[src/cpp_pkg.sv]
// constants, types and the contract list for the charger power path block
// Contract
// - strap reading sets default cell count, frequency and primary adapter limit
// - secondary adapter limit resets to 1.5A whatever the strap says
// - sixteen strap bands decode into cell, frequency and limit groups
// - ceiling and floor voltage defaults follow the decoded cell count
// - host may override strap frequency through a three-bit field
// - strap test current and sample happen before the adapter gate closes
// - battery power-up skips strap measurement unless power monitor enabled with battery above 5.8V
// - battery-only: each power monitor enable above 5.8V re-measures strap and restores cell, frequency and primary limit defaults
// - every adapter insertion reloads primary limit, measuring only when no reading
// - power monitor off resets ceiling and floor; on keeps them
// - current settings are one milliamp per count
// - diode emulation stretches short low-side on-time to a minimum
// - battery above 2.4V, adapter below 3.2V: battery-only, battery gate on
// - battery-only allows current monitor; power monitor only above 5.8V
// - adapter above 3.2V closes adapter gate; bias ok starts converter
// - charge only with nonzero charge setting and battery present
// - host command enters learn mode
// - learn entry delays battery gate until bus decays to battery
// - learn keeps both gates on and converter off
// - learn exits on command, enabled floor trip, or battery-absent rising
// - learn exit restarts switching at once
// - adapter debounce 1.3s or 150ms; first insertion always 150ms
package cpp_pkg;
  localparam int unsigned CLK_HZ = 10_000_000;
  localparam int unsigned NS_PER_CLK = 1_000_000_000 / CLK_HZ;
  // settle time for the strap pin before sampling, least time
  localparam int unsigned STRAP_SETTLE_NS = 40_000;
  localparam int unsigned STRAP_SETTLE_CYC = (STRAP_SETTLE_NS + NS_PER_CLK - 1) / NS_PER_CLK;
  // minimum low-side on-time in diode emulation, least time
  localparam int unsigned DE_MIN_ON_NS = 300;
  localparam int unsigned DE_MIN_ON_CYC = (DE_MIN_ON_NS + NS_PER_CLK - 1) / NS_PER_CLK;
  localparam int unsigned DEB_LONG_MS = 1300;
  localparam int unsigned DEB_SHORT_MS = 150;
  localparam int unsigned DEB_LONG_CYC = DEB_LONG_MS * (CLK_HZ / 1000);
  localparam int unsigned DEB_SHORT_CYC = DEB_SHORT_MS * (CLK_HZ / 1000);
  localparam int unsigned DEB_W = 24;
  localparam int unsigned SET_W = 9;
  localparam int unsigned DE_W = 4;
  localparam int unsigned SYNC_N = 6;
  // register widths and values, currents in mA, voltages in mV
  localparam int unsigned REG_W = 16;
  localparam logic [REG_W-1:0] LIMIT_100MA = 16'h0064;
  localparam logic [REG_W-1:0] LIMIT_476MA = 16'h01DC;
  localparam logic [REG_W-1:0] LIMIT_1500MA = 16'h05DC;
  localparam logic [REG_W-1:0] CEIL_1CELL = 16'h1068;
  localparam logic [REG_W-1:0] CEIL_2CELL = 16'h20D0;
  localparam logic [REG_W-1:0] CEIL_3CELL = 16'h3138;
  localparam logic [REG_W-1:0] FLOOR_1CELL = 16'h0BB8;
  localparam logic [REG_W-1:0] FLOOR_2CELL = 16'h1770;
  localparam logic [REG_W-1:0] FLOOR_3CELL = 16'h2328;
  localparam logic [2:0] FREQ_733K = 3'h3;
  localparam logic [2:0] FREQ_1M = 3'h1;
  localparam logic [3:0] BAND_2CELL = 4'h6;
  localparam logic [3:0] BAND_3CELL = 4'hB;
  typedef enum logic [1:0] {CELL_NONE, CELL_1, CELL_2, CELL_3} cpp_cell_t;
  typedef enum logic [2:0] {ST_OFF, ST_BATT, ST_DEBOUNCE, ST_STRAP, ST_ADAPTER, ST_LEARN_WAIT, ST_LEARN} cpp_state_t;
  // synchroniser lane assignment
  localparam int unsigned SY_BAT24 = 0;
  localparam int unsigned SY_ADP32 = 1;
  localparam int unsigned SY_BIAS = 2;
  localparam int unsigned SY_BAT58 = 3;
  localparam int unsigned SY_SYSBAT = 4;
  localparam int unsigned SY_FLOOR = 5;
endpackage

[src/cpp_power_path.sv]
// power path sequencing, strap decode and default loading for the charger
`timescale 1ns/1ps
`default_nettype none
module cpp_power_path
  import cpp_pkg::*;
#(
  parameter int unsigned DEB_LONG = DEB_LONG_CYC,
  parameter int unsigned DEB_SHORT = DEB_SHORT_CYC
) (
  input wire logic ref_clk_i,
  input wire logic reset_n_i,
  input wire logic ce_i,
  input wire logic bat_above_2v4_i,
  input wire logic adp_above_3v2_i,
  input wire logic bias_above_3v8_i,
  input wire logic bat_above_5v8_i,
  input wire logic sys_at_bat_i,
  input wire logic bat_below_floor_i,
  input wire logic battery_absent_input_i,
  input wire logic [3:0] strap_band_i,
  input wire logic platform_power_monitor_en_i,
  input wire logic battery_current_monitor_en_i,
  input wire logic learn_floor_exit_en_i,
  input wire logic long_debounce_i,
  input wire logic learn_enter_i,
  input wire logic learn_exit_i,
  input wire logic freq_wr_i,
  input wire logic [2:0] freq_wr_data_i,
  input wire logic lim1_wr_i,
  input wire logic lim2_wr_i,
  input wire logic ceiling_wr_i,
  input wire logic floor_wr_i,
  input wire logic [REG_W-1:0] wr_data_i,
  input wire logic [REG_W-1:0] charge_current_setting_i,
  input wire logic diode_emulation_i,
  input wire logic ls_on_req_i,
  output logic config_strap_pin_source_o,
  output logic strap_valid_o,
  output logic [1:0] cell_count_o,
  output logic [2:0] switching_freq_o,
  output logic [REG_W-1:0] adapter_limit_primary_o,
  output logic [REG_W-1:0] adapter_limit_secondary_o,
  output logic [REG_W-1:0] system_voltage_ceiling_o,
  output logic [REG_W-1:0] system_voltage_floor_o,
  output logic adapter_switch_gate_o,
  output logic battery_switch_gate_o,
  output logic converter_en_o,
  output logic charge_en_o,
  output logic battery_only_o,
  output logic learn_mode_o,
  output logic platform_power_monitor_on_o,
  output logic battery_current_monitor_on_o,
  output logic ls_gate_o
);

  function automatic logic [1:0] band_cells(input logic [3:0] b);
    band_cells = (b < BAND_2CELL) ? CELL_1 : (b < BAND_3CELL) ? CELL_2 : CELL_3;
  endfunction

  function automatic logic [2:0] band_freq(input logic [3:0] b);
    case (b)
      4'h3, 4'h4, 4'h5, 4'h9, 4'hA, 4'hE, 4'hF: band_freq = FREQ_1M;
      default: band_freq = FREQ_733K;
    endcase
  endfunction

  function automatic logic [REG_W-1:0] band_limit(input logic [3:0] b);
    case (b)
      4'h0, 4'h5, 4'h6, 4'hB: band_limit = LIMIT_100MA;
      4'h1, 4'h3, 4'h7, 4'h9, 4'hC, 4'hE: band_limit = LIMIT_476MA;
      default: band_limit = LIMIT_1500MA;
    endcase
  endfunction

  function automatic logic [REG_W-1:0] cell_ceiling(input logic [1:0] c);
    cell_ceiling = (c == CELL_3) ? CEIL_3CELL : (c == CELL_2) ? CEIL_2CELL : CEIL_1CELL;
  endfunction

  function automatic logic [REG_W-1:0] cell_floor(input logic [1:0] c);
    cell_floor = (c == CELL_3) ? FLOOR_3CELL : (c == CELL_2) ? FLOOR_2CELL : FLOOR_1CELL;
  endfunction

  // two-flop synchronisers for analog comparator flags and the strap band
  logic [SYNC_N-1:0] flag_raw;
  logic [SYNC_N-1:0] meta_q;
  logic [SYNC_N-1:0] flag_q;
  logic [3:0] band_meta_q;
  logic [3:0] band_q;
  logic absent_meta_q;
  logic absent_q;
  logic absent_prev_q;
  assign flag_raw = {bat_below_floor_i, sys_at_bat_i, bat_above_5v8_i, bias_above_3v8_i, adp_above_3v2_i,
                     bat_above_2v4_i};

  genvar gi;
  generate
    for (gi = 0; gi < SYNC_N; gi++) begin : g_sync
      always_ff @(posedge ref_clk_i or negedge reset_n_i) begin
        if (!reset_n_i) begin
          meta_q[gi] <= 1'b0;
          flag_q[gi] <= 1'b0;
        end else if (ce_i) begin
          meta_q[gi] <= flag_raw[gi];
          flag_q[gi] <= meta_q[gi];
        end
      end
    end
  endgenerate

  always_ff @(posedge ref_clk_i or negedge reset_n_i) begin
    if (!reset_n_i) begin
      band_meta_q <= 4'h0;
      band_q <= 4'h0;
      absent_meta_q <= 1'b0;
      absent_q <= 1'b0;
      absent_prev_q <= 1'b0;
    end else if (ce_i) begin
      band_meta_q <= strap_band_i;
      band_q <= band_meta_q;
      absent_meta_q <= battery_absent_input_i;
      absent_q <= absent_meta_q;
      absent_prev_q <= absent_q;
    end
  end

  wire bat_ok = flag_q[SY_BAT24];
  wire adp_ok = flag_q[SY_ADP32];
  wire bias_ok = flag_q[SY_BIAS];
  wire bat_hi = flag_q[SY_BAT58];
  wire sys_dec = flag_q[SY_SYSBAT];
  wire floor_trip = flag_q[SY_FLOOR];
  wire absent_rise = absent_q && !absent_prev_q;

  cpp_state_t state_q;
  cpp_state_t state_d;
  logic [DEB_W-1:0] deb_q;
  logic first_ins_q;
  logic [SET_W-1:0] meas_q;
  logic meas_busy_q;
  logic [3:0] band_store_q;
  logic valid_q;
  logic platform_power_monitor_prev_q;
  logic [DE_W-1:0] de_q;
  logic ls_prev_q;

  wire meas_done = meas_busy_q && (meas_q == SET_W'(STRAP_SETTLE_CYC - 1));
  wire platform_power_monitor_rise = platform_power_monitor_en_i && !platform_power_monitor_prev_q;
  wire deb_done = (state_q == ST_DEBOUNCE) && (deb_q == '0);
  wire batt_meas = (state_q == ST_BATT) && platform_power_monitor_rise && bat_hi;
  wire strap_meas = deb_done && !valid_q;
  wire meas_start = (batt_meas || strap_meas) && !meas_busy_q;
  wire learn_exit = learn_exit_i || (learn_floor_exit_en_i && floor_trip) || absent_rise;
  wire [3:0] load_band = meas_done ? band_q : band_store_q;
  wire lim1_load = meas_done || (deb_done && valid_q);
  wire vreg_load = meas_done && !platform_power_monitor_en_i;
  wire deb_first = !first_ins_q || !long_debounce_i;
  wire [DEB_W-1:0] deb_start = deb_first ? DEB_W'(DEB_SHORT - 1) : DEB_W'(DEB_LONG - 1);

  always_comb begin
    state_d = state_q;
    case (state_q)
      ST_OFF, ST_BATT: begin
        if (adp_ok) begin
          state_d = ST_DEBOUNCE;
        end else if (bat_ok) begin
          state_d = (state_q == ST_BATT && learn_enter_i) ? ST_LEARN_WAIT : ST_BATT;
        end else begin
          state_d = ST_OFF;
        end
      end
      ST_DEBOUNCE: begin
        if (!adp_ok) begin
          state_d = ST_OFF;
        end else if (deb_done) begin
          state_d = valid_q ? ST_ADAPTER : ST_STRAP;
        end
      end
      ST_STRAP: begin
        if (meas_done) begin
          state_d = ST_ADAPTER;
        end
      end
      ST_ADAPTER: begin
        if (!adp_ok) begin
          state_d = ST_OFF;
        end else if (learn_enter_i) begin
          state_d = ST_LEARN_WAIT;
        end
      end
      ST_LEARN_WAIT, ST_LEARN: begin
        if (learn_exit) begin
          state_d = adp_ok ? ST_ADAPTER : ST_OFF;
        end else if (sys_dec) begin
          state_d = ST_LEARN;
        end
      end
      default: state_d = ST_OFF;
    endcase
  end

  always_ff @(posedge ref_clk_i or negedge reset_n_i) begin
    if (!reset_n_i) begin
      state_q <= ST_OFF;
      deb_q <= '0;
      first_ins_q <= 1'b0;
      platform_power_monitor_prev_q <= 1'b0;
    end else if (ce_i) begin
      state_q <= state_d;
      platform_power_monitor_prev_q <= platform_power_monitor_en_i;
      if (state_q != ST_DEBOUNCE && state_d == ST_DEBOUNCE) begin
        deb_q <= deb_start;
      end else if (deb_q != '0) begin
        deb_q <= deb_q - 1'b1;
      end
      if (deb_done) begin
        first_ins_q <= 1'b1;
      end
    end
  end

  // strap measurement: source current, wait for settle, capture band
  always_ff @(posedge ref_clk_i or negedge reset_n_i) begin
    if (!reset_n_i) begin
      meas_busy_q <= 1'b0;
      meas_q <= '0;
      band_store_q <= 4'h0;
      valid_q <= 1'b0;
    end else if (ce_i) begin
      if (meas_start) begin
        meas_busy_q <= 1'b1;
        meas_q <= '0;
      end else if (meas_done) begin
        meas_busy_q <= 1'b0;
        band_store_q <= band_q;
        valid_q <= 1'b1;
      end else if (meas_busy_q) begin
        meas_q <= meas_q + 1'b1;
      end
    end
  end

  // configuration registers; currents held at 1 mA per count
  logic [1:0] cells_q;
  logic [2:0] freq_q;
  logic [REG_W-1:0] lim1_q;
  logic [REG_W-1:0] lim2_q;
  logic [REG_W-1:0] ceil_q;
  logic [REG_W-1:0] floor_q;

  always_ff @(posedge ref_clk_i or negedge reset_n_i) begin
    if (!reset_n_i) begin
      cells_q <= CELL_NONE;
      freq_q <= FREQ_733K;
      lim1_q <= LIMIT_100MA;
      lim2_q <= LIMIT_1500MA;
      ceil_q <= CEIL_1CELL;
      floor_q <= FLOOR_1CELL;
    end else if (ce_i) begin
      if (meas_done) begin
        cells_q <= band_cells(band_q);
      end
      if (freq_wr_i) begin
        freq_q <= freq_wr_data_i;
      end else if (meas_done) begin
        freq_q <= band_freq(band_q);
      end
      if (lim1_wr_i) begin
        lim1_q <= wr_data_i;
      end else if (lim1_load) begin
        lim1_q <= band_limit(load_band);
      end
      if (lim2_wr_i) begin
        lim2_q <= wr_data_i;
      end
      if (vreg_load) begin
        ceil_q <= cell_ceiling(band_cells(band_q));
        floor_q <= cell_floor(band_cells(band_q));
      end else begin
        if (ceiling_wr_i) begin
          ceil_q <= wr_data_i;
        end
        if (floor_wr_i) begin
          floor_q <= wr_data_i;
        end
      end
    end
  end

  // diode emulation: hold the low-side gate for the minimum on-time
  always_ff @(posedge ref_clk_i or negedge reset_n_i) begin
    if (!reset_n_i) begin
      de_q <= '0;
      ls_prev_q <= 1'b0;
    end else if (ce_i) begin
      ls_prev_q <= ls_on_req_i;
      if (diode_emulation_i && ls_on_req_i && !ls_prev_q) begin
        de_q <= DE_W'(DE_MIN_ON_CYC - 1);
      end else if (de_q != '0) begin
        de_q <= de_q - 1'b1;
      end
    end
  end

  wire in_learn = (state_q == ST_LEARN_WAIT) || (state_q == ST_LEARN);
  assign ls_gate_o = ls_on_req_i || (de_q != '0);
  assign config_strap_pin_source_o = meas_busy_q;
  assign strap_valid_o = valid_q;
  assign cell_count_o = cells_q;
  assign switching_freq_o = freq_q;
  assign adapter_limit_primary_o = lim1_q;
  assign adapter_limit_secondary_o = lim2_q;
  assign system_voltage_ceiling_o = ceil_q;
  assign system_voltage_floor_o = floor_q;
  assign battery_only_o = (state_q == ST_BATT);
  assign learn_mode_o = in_learn;
  assign adapter_switch_gate_o = (state_q == ST_ADAPTER) || in_learn;
  assign battery_switch_gate_o = battery_only_o || (state_q == ST_LEARN) || charge_en_o;
  assign converter_en_o = (state_q == ST_ADAPTER) && bias_ok;
  assign charge_en_o = converter_en_o && (charge_current_setting_i != '0) && !absent_q;
  assign battery_current_monitor_on_o = battery_current_monitor_en_i;
  assign platform_power_monitor_on_o = platform_power_monitor_en_i && (!battery_only_o || bat_hi);
endmodule // cpp_power_path
`default_nettype wire

[config.mk]
export PLATFORM = sky130hd
export DESIGN_NAME = cpp_power_path
export DESIGN_NICKNAME = d
export VERILOG_FILES = /design/src/cpp_pkg.sv /design/src/cpp_power_path.sv
export SDC_FILE = /design/constraint.sdc
export NUM_CORES = 1
export LEC_CHECK = 0
export BUFFER_PORTS_ARGS = -buffer_cell sky130_fd_sc_hd__buf_2
export CAP_MARGIN = 20
export CORE_MARGIN = 2
export CORE_UTILIZATION = 50
export DETAILED_ROUTE_END_ITERATION = 7
export PLACE_DENSITY = 0.74
export SLEW_MARGIN = 30
export SYNTH_ARGS = -nofsm -noshare
export SYNTH_HDL_FRONTEND = slang
export SYNTH_SLANG_ARGS = --single-unit
[constraint.sdc]
create_clock -name ref_clk_i -period 2.95 [get_ports ref_clk_i]
set_input_delay 0.59 -clock ref_clk_i [delete_from_list [all_inputs] [get_ports ref_clk_i]]
set_output_delay 0.59 -clock ref_clk_i [all_outputs]
set_load 0.01 [all_outputs]
### After elaboration in Yosys (flattened, before gate mapping)

Memory sizes are Yosys's and may differ from the RTL's.
Index checks and enable logic that the tools add are counted.

| storage, ports and cells | value |
|---|---|
| flip-flop bits (word level) | 141 |
| latch bits | 0 |
| RAM bits | 0 |
| ROM bits | 96 |
| input bits | 62 |
| output and inout bits | 80 |
| logic and storage cells | 167 |
| memories kept | 1 |

| cells by class | value |
|---|---|
| add/sub/neg operators | 3 |
| multipliers | 0 |
| div/mod/pow operators | 0 |
| order comparisons | 2 |
| eq/ne operators | 19 |
| shifts and indexed selects | 0 |
| mux-type cells | 39 |
| bitwise gates (word level) | 1 |
| reduce and logical (&&, ||, !) cells | 69 |

Memory list:

| memory | depth | bits a word | rd ports | clocked after memory_dff | wr ports | line | text |
|---|---|---|---|---|---|---|---|
| (name not given) | 16 | 6 | 1 | 0 | 0 | cpp_power_path.sv:68 | `case (b)` |

Operators by type and width:

| operator | number |
|---|---|
| two-way mux 16 bit | 6 |
| two-way mux 24 bit | 3 |
| two-way mux 14 bit | 3 |
| two-way mux 3 bit | 14 |
| two-way mux 9 bit | 3 |
| logical NOT 24 bit | 1 |
| nonzero test 24 bit | 1 |
| subtractor 24 x 1 -> 24 bit (second input constant) | 1 |
| AND reduction 2 bit | 11 |
| logical AND 1 bit | 19 |
| equality test 4 bit (second input constant) | 4 |
| nonzero test 16 bit | 1 |
| nonzero test 2 bit | 8 |
| case mux 3 bit (5 select lines) | 1 |
| two-way mux 13 bit | 1 |
| two-way mux 4 bit | 3 |
| logical OR 1 bit | 11 |
| logical NOT 1 bit | 10 |
| adder 9 x 1 -> 9 bit (second input constant) | 1 |
| equality test 3 x 2 -> 1 bit (second input constant) | 3 |
| equality test 3 bit (second input constant) | 3 |
| equality test 9 bit (second input constant) | 1 |
| equality test 4 x 3 -> 1 bit (second input constant) | 2 |
| OR reduction 7 bit | 1 |
| other kinds (15) | 21 |

### Depth between registers and ports, before layout

| logic depth | value |
|---|---|
| depth after elaboration | 10 |
| mapped depth | 13 |
| mapped depth without buffers | 12 |

### Worst setup path after synthesis

No wires, ideal clock.

| path | value |
|---|---|
| path kind | register to register |
| from | register meas_q[0] |
| to | register lim1_q[3], in the netlist adapter_limit_primary_o[3] |
| setup time | 0.132 ns |
| arrival time | 2.488 ns |
| required time | 2.818 ns |
| slack | 0.330 ns |
| cell stages (with the launch flop) | 14 |
| path buffers | 1 |
| clock period less this slack | 2.620 ns |
| cells stage by stage | dfrtp_1 -> ha_1 -> nand3_1 -> nor3_1 -> clkbuf_1 -> nand2_1 -> nand2_1 -> inv_1 -> ha_1 -> nand2_1 -> nor4_1 -> a31oi_1 -> a21oi_1 -> o21ai_0 |

| on the way | value |
|---|---|
| longest elaborated chain between the ends | 6 |
| elaborated cells between the ends (all ways) | 9 |
| those cells by class | eq/ne (1); mux (3); reduce/logical (4); memory (1) |

RTL lines:

| what | line | text |
|---|---|---|
| start: declaration | cpp_power_path.sv:138 | `logic [SET_W-1:0] meas_q;` |
| start signal: assignment | cpp_power_path.sv:237 | `meas_q <= meas_q + 1'b1;` |
| equality test 9 bit | cpp_power_path.sv:146 | `wire meas_done = meas_busy_q && (meas_q == SET_W'(STRAP_SETTLE_CYC - 1));` |
| logical AND 1 bit | cpp_power_path.sv:146 |  |
| two-way mux 4 bit | -- |  |
| named net load_band[1] | cpp_power_path.sv:153 | `wire [3:0] load_band = meas_done ? band_q : band_store_q;` |
| memory read (16 x 6 bit) | -- |  |
| two-way mux 16 bit | cpp_power_path.sv:269 | `end else if (lim1_load) begin` |
| two-way mux 16 bit | cpp_power_path.sv:267 | `if (lim1_wr_i) begin` |
| end signal: assignment | cpp_power_path.sv:268 | `lim1_q <= wr_data_i;` |
| end signal: assignment | cpp_power_path.sv:270 | `lim1_q <= band_limit(load_band);` |
| end: declaration | cpp_power_path.sv:245 | `logic [REG_W-1:0] lim1_q;` |

The timed path passes the listed nets, and every way through them passes these cells. The select of a mux whose other input is x is not followed.
A chain may end at the register's enable or synchronous reset.

### Final worst setup path

| path | value |
|---|---|
| from | register meas_q[5] |
| to | register lim1_q[3], in the netlist adapter_limit_primary_o[3] |

The elaborated chain is that of the path after synthesis.

==> results.py <==
metrics = {
    "cells_and_area": {
        "ff_latch_area_sq_um": 3560,
        "antennaDiodeCount": 0,
        "nFillCells": 1160,
        "drive_above_1_share_pct": 33.0,
        "finalNetCount": 904,
        "fin_util_pct": 62.3,
        "multi_input_area_sq_um": 3230,
        "final_area_sq_um": 8580,
        "area_delta_synth_final_pct": 22.9,
    },
    "worst_hold_path": {
        "min_path_type": "in2async",
    },
    "power_and_ir_drop": {
        "ir_worst_vdd_mv": 0.472,
        "p_leak_nw": 3.89,
        "swShare_pct": 32.0,
        "p_sw_w": 0.00197,
        "pwr-share-comb_pct": 22.4,
        "power_density_nw_per_um2": 718,
        "p_int_w": 0.00419,
        "p_seq_share_pct": 43.4,
        "power.total_w": 0.00616,
        "clock_power_share_pct": 34.3,
    },
    "routing": {
        "drc": 0,
        "wl_per_cell_um": 17.7,
        "ant_nets": 0,
        "avgViaCountPerCell": 5.95,
        "num_vias": 6106,
        "drt_iter0_drc": 424,
        "drt_wl_total_um": 18200,
        "first_pass_iters": 5,
    },
    "timing": {
        "worst_pin_slew_ns": 0.754,
        "setup_viol": 0,
        "relSlewSlack_pct": 49.4,
        "slew_violations": 0,
        "timing.final.hold_violations": 0,
        "finalSetupTns_ns": 0,
        "period_needed_ns": 2.66,
        "fmax_mhz": 375,
        "skew_ns": 0.00856,
        "finalCritPeriodShare_pct": 90.3,
        "worst_slack_ns": 0.286,
    },
    "critical_path": {
        "r2r_slack_ns": 0.29,
        "endpoint_kind": "register",
        "cp.arrival_ns": 2.96,
        "criticalPathCategory": "reg2reg",
        "crit_fanout": 7,
        "required_ns": 3.25,
        "cp-start-kind": "register",
    },
    "synthesis": {
        "ys_ff_latch": 141,
        "synthArstFlopShare_pct": 100,
        "synth_most_common_cell": "dfrtp_1",
        "synth_nets": 753,
        "netlist_instances": 682,
        "ys_warn_count": 0,
        "synthTopCellsByCount": "118 x dfrtp_1, 64 x o21ai_0, 51 x a21oi_1, 51 x nand2_1, 43 x nor2_1",
        "synth_top_area_share_pct": 42.3,
        "yosys.area.top_type": "dfrtp_1",
        "synth_area_leaders": "dfrtp_1 42%, dfstp_2 8.7%, mux2_2 6.8%",
        "avgSynthCellArea_sq_um": 10.2,
        "synth_edf_count": 0,
        "synth_ff_type": "dfrtp_1",
        "netlist_area_sq_um": 6990,
        "yosysUniqueCellTypes": 72,
        "yosysSeqAreaShare_pct": 50.9,
    },
    "clock_tree": {
        "clockRootBuffer": "clkbuf_16",
        "cts_resized": 0,
        "cts_tree": "done",
        "clk_pin_slew_ns": 0.06,
        "cts_sinks": 141,
        "post_cts_buffers": 0,
        "clkLatencyLatePin_ns": 0.43,
        "clockBufferDepth": 2,
        "cts_made_buffers": 17,
        "cts_hold_buf": 0,
        "htree_levels": 4,
    },
    "placement": {
        "dpl_worst_slack_ns": 0.204,
        "portBuffers": 139,
        "postPlaceCellArea_sq_um": 7980,
        "place_hpwl_um": 13000,
        "routabilityCongestion": 0.902,
    },
    "global_routing": {
        "grt_usage_pct": 25.0,
        "grt_max_degree": 72,
        "overflow": 0,
        "grt_pass1_wl_um": 29400,
        "grt_pass1_vias": 5846,
        "antenna_found_initial": 0,
    },
    "run_status": {
        "outcome": "completed",
    },
    "floorplan": {
        "die-height_um": 122,
        "fp-row-count": 43,
        "core_area_sq_um": 13800,
        "io_pins": 142,
        "start_util_pct": 50.7,
        "die_x_um": 122,
        "dieArea_sq_um": 14900,
    },
    "run": {
        "drv_cap": 0,
    },
}
-- routing by layer --
metal,GRT usage (%),wire [um]
met2,39.7,8770
met4,9.63,323
met1,33.6,7860
met5,0,0
met3,5.43,1240
-- registers in the layout (all words and copies together), names as in the netlist, 6 cells and up --
| register | count |
|---|---|
| deb_q | 24 |
| adapter_limit_primary_o | 16 |
| adapter_limit_secondary_o | 16 |
| system_voltage_ceiling_o | 16 |
| system_voltage_floor_o | 16 |
| meas_q | 9 |
| meta_q | 6 |
-- critical path: stages, from the launching register on --
cell and delay, ns:
dfrtp_1 0.44, nor4bb_1 0.50, nand3_2 0.22, o21ai_2 0.21
inv_1 0.11, ha_1 0.31, nand2_1 0.05, nor4_1 0.21
a31oi_1 0.10, a21oi_1 0.25, o21ai_0 0.14
-- cell type report --
type | instances | area share [%]
multi-input combinational | 484 | 37.6
inverter | 26 | 1.14
timing repair buffer | 163 | 10.4
clock inverter | 13 | 1.65
tap | 180 | 2.62
sequential | 141 | 41.4
clock buffer | 19 | 5.16
-- layout by cell type (no fill, tap or decap), types with 4 or more instances in the layout --
cell type and n:
a22oi_1 4, and3_1 9, or3_1 10, buf_2 138
nor3_1 12, dfrtp_1 118, nor4_1 11, nor2b_1 7
dfstp_2 23, ha_1 9, nand2b_1 7, o31ai_1 10
a21o_1 8, o22a_1 5, mux2_2 42, a2111oi_0 4
nor2_1 43, a31oi_1 9, inv_1 26, o21a_1 5
clkbuf_16 17, a22o_1 25, or4_1 7, nand2_1 51
nand4_1 8, buf_4 23, a21oi_1 51, o21ai_0 63
o21ai_1 4, nand3_1 15
-- power by group through the flow --
| stage | logic (W) | clock network (W) | registers, W |
|---|---|---|---|
| final | 0.00138 | 0.00211 | 0.00267 |
| after global routing | 0.00153 | 0.00223 | 0.00272 |
| after CTS | 0.00137 | 0.00214 | 0.00266 |
| after detailed placement | 0.00137 | 0 | 0.00269 |
| after global placement | 0.00132 | 0 | 0.00266 |
| after floorplan | 0.000839 | 0 | 0.00265 |
-- final timing paths --
path / startpoint / endpoint / cells past startpoint
max in group asynchronous: reset_n_i / adapter_limit_primary_o[5] / 2
hold reg to reg: switching_freq_o[0] / switching_freq_o[0] / 2
hold / removal: reset_n_i / deb_q[1] / 1
setup / recovery: meas_q[5] / adapter_limit_primary_o[3] / 10
setup reg to reg: meas_q[5] / adapter_limit_primary_o[3] / 10
min in group ref_clk_i: freq_wr_i / switching_freq_o[1] / 3
-- kinds of logic after synthesis --
logic type,count (synthesis),synth area share [%]
xor+xnor,2,0.251
compound gates,220,20.5
flops,141,50.9
mux,43,6.91
buf+inv,57,3.26
simple gates,210,16.5
fa+ha+maj,9,1.61
-- per-stage QoR --
step                instances  hold slack, ns
global route             1026           0.228
CTS                      1026           0.205
detailed placement        994           0.459
global placement          994           0.446
finish                   1026           0.167
floorplan                 682           0.294
Power figures use the tool's default switching activity.
